$ cat src/shared/bepr_regs.svh
// Byte codes, sizes and counts of the boot erase and protect handler
`ifndef BEPR_REGS_SVH
`define BEPR_REGS_SVH
// Operation command codes
`define BEPR_OP_ERASE 8'h40
`define BEPR_OP_PROT 8'h60
// Erase sequence codes
`define BEPR_ERASE_KEY 8'h54
`define BEPR_ERASE_OK 8'h4F
`define BEPR_ERASE_BAD 8'h4C
`define BEPR_ERASE_OK_CNF 8'h5D
`define BEPR_ERASE_BAD_CNF 8'h60
// Protect sequence codes
`define BEPR_PROT_RXERR 8'h68
`define BEPR_PROT_CHKERR 8'h61
`define BEPR_PROT_ACCEPT 8'h60
`define BEPR_PROT_OK 8'h6F
`define BEPR_PROT_BAD 8'h6C
`define BEPR_PROT_OK_CNF 8'h31
`define BEPR_PROT_BAD_CNF 8'h34
// Low nibbles of error answers
`define BEPR_NIB_RXERR 4'h8
`define BEPR_NIB_CMDERR 4'h1
// Password area layout: 12 password bytes then 3 reset vector bytes
`define BEPR_PW_LEN 4'hC
`define BEPR_PW_LAST 4'hB
`define BEPR_AREA_LEN 4'hF
`define BEPR_SCAN_END 4'hF
`define BEPR_BLANK 8'hFF
`define BEPR_ZERO8 8'h00
`define BEPR_ZERO4 4'h0
`define BEPR_ONE4 4'h1
`endif

$ cat src/shared/bepr_pkg.sv
// Types shared by the boot erase and protect handler
package bepr_pkg;
  // One received serial character and its error flag
  typedef struct packed {
    logic err;
    logic [7:0] data;
  } bepr_rx_s;
  // Completion report of the flash engine
  typedef struct packed {
    logic done;
    logic fail;
  } bepr_res_s;
  // Sequence states, one-hot
  typedef enum logic [8:0] {
    ST_CMD   = 9'h001,
    ST_ERKEY = 9'h002,
    ST_ERRUN = 9'h004,
    ST_PSCAN = 9'h008,
    ST_PWD   = 9'h010,
    ST_PCMP  = 9'h020,
    ST_PSUM  = 9'h040,
    ST_PRRUN = 9'h080,
    ST_TX    = 9'h100
  } bepr_state_e;
endpackage

$ cat src/core/bepr_pwd_mem.sv
// Mirror of the password and reset vector area with registered read
module bepr_pwd_mem #(
  parameter int DEPTH = 15,
  parameter int AW = 4
) (
  // Clock
  input wire logic CLK,
  // Write port
  input wire logic we,
  input wire logic [AW-1:0] waddr,
  input wire logic [7:0] wdata,
  // Read port
  input wire logic [AW-1:0] raddr,
  output logic [7:0] rdata
);
  logic [7:0] mem_reg [DEPTH]; // Storage
  logic [7:0] rdata_reg; // Read data flop

  ////////////////////////////////////////////////////////////////////////////
  // Write and registered read
  always_ff @(posedge CLK) begin
    if (we && (int'(waddr) < DEPTH)) begin
      mem_reg[waddr] <= wdata;
    end
    rdata_reg <= (int'(raddr) < DEPTH) ? mem_reg[raddr] : 8'hFF;
  end

  assign rdata = rdata_reg;
endmodule // bepr_pwd_mem

$ cat src/core/bepr_handler.sv
// Byte-serial handler of the chip erase tail and the protect set command
`include "bepr_regs.svh"

// How it works
// - Faulty fifth byte answers x8, back to command
// - Error answers carry last command's upper nibble
// - Good enable byte echoed, then erase starts
// - Wrong clean fifth byte answers x1
// - Seventh byte: 4F pass, 4C fail
// - Eighth byte: 5D pass, 60 fail
// - Ninth byte is a new command
// - Third byte: x8 error, 60 echo, x1 unknown
// - Bytes five to sixteen compared to area
// - Receive error in 5..17 answers 68
// - Nonzero sum of 5..17 answers 61
// - Password mismatch answers 61
// - Error, then sum, then password; else 60
// - Nineteenth byte: 6F pass, 6C fail
// - Twentieth byte: 31 pass, 34 fail
// - Uniform password is error unless blank part
// - Twenty-first byte is a new command
module bepr_handler import bepr_pkg::*; (
  // Clock and reset
  input wire logic CLK,
  input wire logic RST,
  // Received bytes
  input wire logic RX_VALID,
  input wire bepr_rx_s RX_BYTE,
  output logic RX_READY,
  // Bytes to send
  output logic TX_VALID,
  output logic [7:0] TX_DATA,
  input wire logic TX_READY,
  // Flash erase engine
  output logic ERASE_REQ,
  input wire bepr_res_s ERASE_RES,
  // Flash protect engine
  output logic PROT_REQ,
  input wire bepr_res_s PROT_RES,
  // Password area mirror load
  input wire logic PW_WE,
  input wire logic [3:0] PW_ADDR,
  input wire logic [7:0] PW_WDATA
);
  ////////////////////////////////////////////////////////////////////////////
  // Declarations
  bepr_state_e state_reg, state_next; // Sequence state
  bepr_state_e ret_reg, ret_next; // State after sending
  logic [7:0] tx_reg, tx_next; // Byte being sent
  logic [7:0] tx2_reg, tx2_next; // Queued second byte
  logic tx2_vld_reg, tx2_vld_next; // Second byte pending
  logic [3:0] last_nib_reg, last_nib_next; // Upper nibble of last command
  logic [3:0] idx_reg, idx_next; // Byte counter inside a phase
  logic [7:0] hold_reg, hold_next; // Password byte awaiting compare
  logic [7:0] sum_reg, sum_next; // Running sum of bytes 5..17
  logic rxerr_reg, rxerr_next; // Any receive error in 5..17
  logic miss_reg, miss_next; // Any password mismatch
  logic [7:0] first_reg, first_next; // First stored password byte
  logic same_reg, same_next; // All stored password bytes identical
  logic allff_reg, allff_next; // All stored password bytes blank
  logic vecff_reg, vecff_next; // Reset vector area blank
  logic [3:0] rd_addr; // Mirror read address
  logic [7:0] rd_data; // Mirror read data
  logic rx_take; // Byte accepted this cycle
  logic [3:0] scan_pos; // Index of data now on rd_data during scan
  logic pw_bad; // Password check outcome

  ////////////////////////////////////////////////////////////////////////////
  // Password area mirror
  bepr_pwd_mem #(
    .DEPTH(int'(`BEPR_AREA_LEN)),
    .AW(4)
  ) u_mem (
    .CLK(CLK),
    .we(PW_WE),
    .waddr(PW_ADDR),
    .wdata(PW_WDATA),
    .raddr(rd_addr),
    .rdata(rd_data)
  );

  // Scan walks the area and the password phase follows the byte index: both use idx_reg
  assign rd_addr = idx_reg;
  assign scan_pos = idx_reg - `BEPR_ONE4;

  // Bytes are accepted only where the sequence expects one
  assign RX_READY = (state_reg == ST_CMD) || (state_reg == ST_ERKEY) ||
                    (state_reg == ST_PWD);
  assign rx_take = RX_VALID && RX_READY;
  assign TX_VALID = (state_reg == ST_TX);
  assign TX_DATA = tx_reg;
  assign ERASE_REQ = (state_reg == ST_ERRUN);
  assign PROT_REQ = (state_reg == ST_PRRUN);

  // Uniform stored password fails unless the part is blank
  assign pw_bad = miss_reg || (same_reg && !(allff_reg && vecff_reg));

  ////////////////////////////////////////////////////////////////////////////
  // Next-state logic of the sequencer
  always_comb begin
    state_next = state_reg;
    ret_next = ret_reg;
    tx_next = tx_reg;
    tx2_next = tx2_reg;
    tx2_vld_next = tx2_vld_reg;
    last_nib_next = last_nib_reg;
    idx_next = idx_reg;
    hold_next = hold_reg;
    sum_next = sum_reg;
    rxerr_next = rxerr_reg;
    miss_next = miss_reg;
    first_next = first_reg;
    same_next = same_reg;
    allff_next = allff_reg;
    vecff_next = vecff_reg;
    case (state_reg)
      // Operation command byte
      ST_CMD: begin
        if (rx_take) begin
          state_next = ST_TX;
          ret_next = ST_CMD;
          tx2_vld_next = 1'b0;
          if (RX_BYTE.err) begin
            tx_next = {last_nib_reg, `BEPR_NIB_RXERR};
          end else if (RX_BYTE.data == `BEPR_OP_ERASE) begin
            last_nib_next = RX_BYTE.data[7:4];
            tx_next = RX_BYTE.data;
            ret_next = ST_ERKEY;
          end else if (RX_BYTE.data == `BEPR_OP_PROT) begin
            last_nib_next = RX_BYTE.data[7:4];
            tx_next = RX_BYTE.data;
            ret_next = ST_PSCAN;
            idx_next = `BEPR_ZERO4;
          end else begin
            last_nib_next = RX_BYTE.data[7:4];
            tx_next = {RX_BYTE.data[7:4], `BEPR_NIB_CMDERR};
          end
        end
      end
      // Erase enable byte, the fifth of the sequence
      ST_ERKEY: begin
        if (rx_take) begin
          state_next = ST_TX;
          tx2_vld_next = 1'b0;
          ret_next = ST_CMD;
          if (RX_BYTE.err) begin
            tx_next = {last_nib_reg, `BEPR_NIB_RXERR};
          end else if (RX_BYTE.data == `BEPR_ERASE_KEY) begin
            tx_next = RX_BYTE.data;
            ret_next = ST_ERRUN;
          end else begin
            tx_next = {last_nib_reg, `BEPR_NIB_CMDERR};
          end
        end
      end
      // Whole-flash erase in progress
      ST_ERRUN: begin
        if (ERASE_RES.done) begin
          state_next = ST_TX;
          ret_next = ST_CMD;
          tx2_vld_next = 1'b1;
          tx_next = ERASE_RES.fail ? `BEPR_ERASE_BAD : `BEPR_ERASE_OK;
          tx2_next = ERASE_RES.fail ? `BEPR_ERASE_BAD_CNF : `BEPR_ERASE_OK_CNF;
        end
      end
      // Password area check: one read issued per cycle, data one cycle later
      ST_PSCAN: begin
        idx_next = idx_reg + `BEPR_ONE4;
        if (idx_reg == `BEPR_ZERO4) begin
          same_next = 1'b1;
          allff_next = 1'b1;
          vecff_next = 1'b1;
        end else if (scan_pos < `BEPR_PW_LEN) begin
          if (scan_pos == `BEPR_ZERO4) begin
            first_next = rd_data;
          end else if (rd_data != first_reg) begin
            same_next = 1'b0;
          end
          if (rd_data != `BEPR_BLANK) begin
            allff_next = 1'b0;
          end
        end else if (rd_data != `BEPR_BLANK) begin
          vecff_next = 1'b0;
        end
        if (idx_reg == `BEPR_SCAN_END) begin
          state_next = ST_PWD;
          idx_next = `BEPR_ZERO4;
          sum_next = `BEPR_ZERO8;
          rxerr_next = 1'b0;
          miss_next = 1'b0;
        end
      end
      // Password bytes 5..16 and checksum byte 17
      ST_PWD: begin
        if (rx_take) begin
          sum_next = sum_reg + RX_BYTE.data;
          rxerr_next = rxerr_reg | RX_BYTE.err;
          hold_next = RX_BYTE.data;
          state_next = (idx_reg == `BEPR_PW_LEN) ? ST_PSUM : ST_PCMP;
        end
      end
      // Compare held byte against the stored one at the same index
      ST_PCMP: begin
        if (hold_reg != rd_data) begin
          miss_next = 1'b1;
        end
        idx_next = idx_reg + `BEPR_ONE4;
        state_next = ST_PWD;
      end
      // Layered verdict on the eighteenth byte
      ST_PSUM: begin
        state_next = ST_TX;
        tx2_vld_next = 1'b0;
        ret_next = ST_CMD;
        if (rxerr_reg) begin
          tx_next = {last_nib_reg, `BEPR_NIB_RXERR};
        end else if (sum_reg != `BEPR_ZERO8) begin
          tx_next = `BEPR_PROT_CHKERR;
        end else if (pw_bad) begin
          tx_next = `BEPR_PROT_CHKERR;
        end else begin
          tx_next = `BEPR_PROT_ACCEPT;
          ret_next = ST_PRRUN;
        end
      end
      // Protect operation in progress
      ST_PRRUN: begin
        if (PROT_RES.done) begin
          state_next = ST_TX;
          ret_next = ST_CMD;
          tx2_vld_next = 1'b1;
          tx_next = PROT_RES.fail ? `BEPR_PROT_BAD : `BEPR_PROT_OK;
          tx2_next = PROT_RES.fail ? `BEPR_PROT_BAD_CNF : `BEPR_PROT_OK_CNF;
        end
      end
      // Send one byte, then a queued second one, then resume
      ST_TX: begin
        if (TX_READY) begin
          if (tx2_vld_reg) begin
            tx_next = tx2_reg;
            tx2_vld_next = 1'b0;
          end else begin
            state_next = ret_reg;
          end
        end
      end
      default: begin
        state_next = ST_CMD;
      end
    endcase
  end

  ////////////////////////////////////////////////////////////////////////////
  // State registers
  always_ff @(posedge CLK) begin
    if (RST) begin
      state_reg <= ST_CMD;
      ret_reg <= ST_CMD;
      tx_reg <= `BEPR_ZERO8;
      tx2_reg <= `BEPR_ZERO8;
      tx2_vld_reg <= 1'b0;
      last_nib_reg <= `BEPR_ZERO4;
      idx_reg <= `BEPR_ZERO4;
      hold_reg <= `BEPR_ZERO8;
      sum_reg <= `BEPR_ZERO8;
      rxerr_reg <= 1'b0;
      miss_reg <= 1'b0;
      first_reg <= `BEPR_ZERO8;
      same_reg <= 1'b0;
      allff_reg <= 1'b0;
      vecff_reg <= 1'b0;
    end else begin
      state_reg <= state_next;
      ret_reg <= ret_next;
      tx_reg <= tx_next;
      tx2_reg <= tx2_next;
      tx2_vld_reg <= tx2_vld_next;
      last_nib_reg <= last_nib_next;
      idx_reg <= idx_next;
      hold_reg <= hold_next;
      sum_reg <= sum_next;
      rxerr_reg <= rxerr_next;
      miss_reg <= miss_next;
      first_reg <= first_next;
      same_reg <= same_next;
      allff_reg <= allff_next;
      vecff_reg <= vecff_next;
    end
  end
endmodule // bepr_handler

$ cat config.mk
export PLATFORM = sky130hd
export DESIGN_NAME = bepr_handler
export DESIGN_NICKNAME = d
export VERILOG_FILES = /design/src/shared/bepr_pkg.sv /design/src/core/bepr_pwd_mem.sv /design/src/core/bepr_handler.sv
export VERILOG_INCLUDE_DIRS = /design/src /design/src/shared
export SDC_FILE = /design/constraint.sdc
export NUM_CORES = 1
export LEC_CHECK = 0
export ABC_AREA = 1
export CORE_MARGIN = 3
export CORE_UTILIZATION = 40
export CTS_CLUSTER_SIZE = 25
export DETAILED_ROUTE_END_ITERATION = 8
export DONT_BUFFER_PORTS = 1
export GPL_TIMING_DRIVEN = 0
export PLACE_DENSITY_LB_ADDON = 0.08
export SYNTH_ARGS = -nofsm -noshare
export SYNTH_HDL_FRONTEND = slang
export SYNTH_SLANG_ARGS = --single-unit
$ cat constraint.sdc
create_clock -name CLK -period 1.8 [get_ports CLK]
set_input_delay 0.09 -clock CLK [delete_from_list [all_inputs] [get_ports CLK]]
set_output_delay 0.09 -clock CLK [all_outputs]
set_load 0.05 [all_outputs]
==> flow_summary.toml <==
[cells_and_area]
layout-drive-gt1-share_pct = 19.9
num-nets-final = 1092
fill_cells = 2042
fin_util_pct = 50.0
largest_reg_flops = 120
antennaDiodeCount = 0
syn2layout_area_growth_pct = 22.2

[logic_synthesis]
yosys.area_share.simple_pct = 22.0
ys_seq_elements = 194
synth_nets = 1016
synth_cell_types = 46
netlist.area_leader.share_pct = 40.1
yosysSeqAreaShare_pct = 56.6
synthAdderAreaFrac_pct = 1.75
synth_compound_area_share_pct = 12.3
syn_area_per_cell_sq_um = 9.23
synth-edff-count = 120
synth_warnings = 0
synth_async_sr_flop_share_pct = 0
syn-cell-area_sq_mm = 0.00899
synthFlopType = "edfxtp_1"
netlist_top_cells_area = "edfxtp_1 (40%), dfxtp_1 (16%), nand2_1 (7.0%)"
synth_cells = 974
synth_xor_xnor_area_share_pct = 2.03
synth_top_area_cell = "edfxtp_1"
synth_top_family_by_area = "simple AND/OR/NAND/NOR gates"
synth.area.mux_share_pct = 0

[run_status]
status = "complete, but fails checks"
violations = "setup timing"

[worst_setup_path]
start_kind = "register"
critPathMaxFanout = 7
worstPathRequired_ns = 2.13
end_kind = "register"
worstSetupPathType = "reg -> reg"
cp.arrival_ns = 2.15

[power]
power.total_uw = 12400
ir_worst_vdd_uv = 546
powerDensity_mw_per_mm2 = 1130
p_leak_uw = 0.00426

[detailed_routing]
viasPerCell = 5.27
ant_nets = 0
drt-initial-drc-count = 485
routed_wl_um = 24700
wl_per_cell_um = 18.4
route.detailed.drc = 0
dr.pass1.iters = 5
vias = 7071

[global_route]
grt_pass1_vias = 6798
grt_start_max_net_pins = 23
grt_pass1_wl_um = 37900
track_usage_pct = 20.2
antenna_found_initial = 0
overflow = 0

[cts]
cts_htree_levels = 4
clock-sinks = 194
cts_buffers = 17
clkSlewWorstSetupHoldPaths_ns = 0.08
insertion_delay_ns = 0.44
clock_path_buffers = 2
cts_root_buf = "clkbuf_16"
cts_tree = "done"

[die]
dieHeight_um = 156
core.rowCount = 54
io_pins = 42
die_area_sq_mm = 0.0243
core_sq_mm = 0.0220
die_w_um = 156
start_util_pct = 40.9

[sta]
relSlewSlack_pct = 35.6
final-hold-violation-count = 0
fin_skew_ns = 0.0161
rsz0062_at_grt = "true"
fmax_ghz = 0.547
setup_viol = 8
final.setup.worst_slack_ns = -0.0279
period_share_pct = 102
slew_viol_final = 0
final.min_clock_period_ns = 1.83
worstMarginPinSlew_ns = 0.963

[placed_design]
numPortBuffers = 0
gp_congestion = 0.848
post-dp-hpwl_um = 16700

[min_path]
hold_path.class = "in -> reg"

[job]
drv_cap = 0
## synthesized netlist by cell type, types with 5 or more instances
cell / count
nand4_1: 19
edfxtp_1: 120
o21ai_0: 94
clkbuf_1: 24
o22ai_1: 24
inv_1: 72
nor2_4: 10
o21ai_1: 9
a21oi_1: 67
inv_2: 10
nand3_2: 5
nand3_1: 44
xnor2_1: 16
nand2_2: 8
dfxtp_1: 74
nor2_1: 137
nor2_2: 8
ha_1: 11
nor3_1: 7
nand2_1: 168
## through the flow
stage / TNS [ns] / area, sq um / worst slack (ns) / instances / hold slack [ns]
2_1_floorplan: 0 / 8990 / 0.00640 / 974 / 0.160
3_3_place_gp: -14.35 / 9340 / -0.597 / 1254 / 0.164
3_5_place_dp: -13.89 / 9340 / -0.598 / 1254 / 0.166
4_1_cts: -0.113 / 10600 / -0.0286 / 1327 / -0.305
5_1_grt: -2.98 / 11000 / -0.153 / 1343 / 0.0243
6_report: -0.115 / 11000 / -0.0279 / 1343 / 0.0164
## worst max-delay path, cell delays in order (launching register included)
cell and delay [ns]:
dfxtp_2 0.35, nor2_4 0.18, nand3_4 0.11, nor2_4 0.46
nor2_8 0.11, nand2_2 0.11, inv_4 0.06, nand2_4 0.06
nand2_4 0.08, a21oi_1 0.15, nor3_2 0.05
## area by class of cell
| class | count | area (sq um) | area share [%] |
|---|---|---|---|
| flip-flops and latches | 194 | 5110 | 46.5 |
| multi-input cells | 664 | 3810 | 34.7 |
| repair buffers | 59 | 528 | 4.81 |
| clock buffers | 17 | 425 | 3.87 |
| well taps | 280 | 350 | 3.19 |
| inverters | 82 | 330 | 3.01 |
| plain buffers | 32 | 229 | 2.08 |
| clock inverters | 15 | 204 | 1.86 |
## logic make-up (layout without fill, tap and decap cells)
kind of cell,Yosys count,in the layout
buffers and inverters,117,205
AOI/OAI and AO/OA,205,205
DFF,194,194
xor gates and xnor gates,20,20
adders and majority gates,12,12
and+or+nand+nor,426,427
## power by group
| part | internal (uW) | switching [uW] | total (uW) |
|---|---|---|---|
| registers | 4980 | 377 | 5350 |
| clock network | 1920 | 2010 | 3930 |
| logic | 1140 | 1990 | 3130 |
## worst paths after layout
path	from	end	slack, ns	cells after the start
min	RX_BYTE[7]	sum_reg[7]$_SDFFE_PP0P_	0.02	4
max	state_reg[1]$_SDFFE_PP0P_	ret_reg[3]$_SDFFE_PP0P_	-0.03	10
max reg2reg	state_reg[1]$_SDFFE_PP0P_	ret_reg[3]$_SDFFE_PP0P_	-0.03	10
min reg2reg	ret_reg[7]$_SDFFE_PP0P_	ret_reg[7]$_SDFFE_PP0P_	0.46	2
## timing repair
item                       4_1_cts  5_1_grt
resized for setup               60       86
gates cloned                     2        1
setup endpoints to repair       65       70
hold endpoints to repair       143        3
pin swaps                       25       25
hold buffers                    18        1
buffers inserted                23       16
## per-layer routing
layer / track usage, % / up-vias / part of all wire (%)
met5: 0 / - / 0
met4: 4.67 / 0 / 1.2
met3: 3.61 / 23 / 3.8
met2: 34.9 / 147 / 50
met1: 26.5 / 3422 / 45
li1: - / 3479 / -
## cells in the final DEF, fill, tap and decap left out, types with 20 or more instances in the layout
master,synthesis,layout
nor2_1,137,133
buf_4,3,35
edfxtp_1,120,120
inv_1,72,68
a21oi_1,67,64
nor2_4,10,20
o21ai_0,94,82
dfxtp_1,74,64
nand2_1,168,156
nand3_1,44,32
o22ai_1,24,23
No activity file was read; power rests on OpenSTA's default activity.
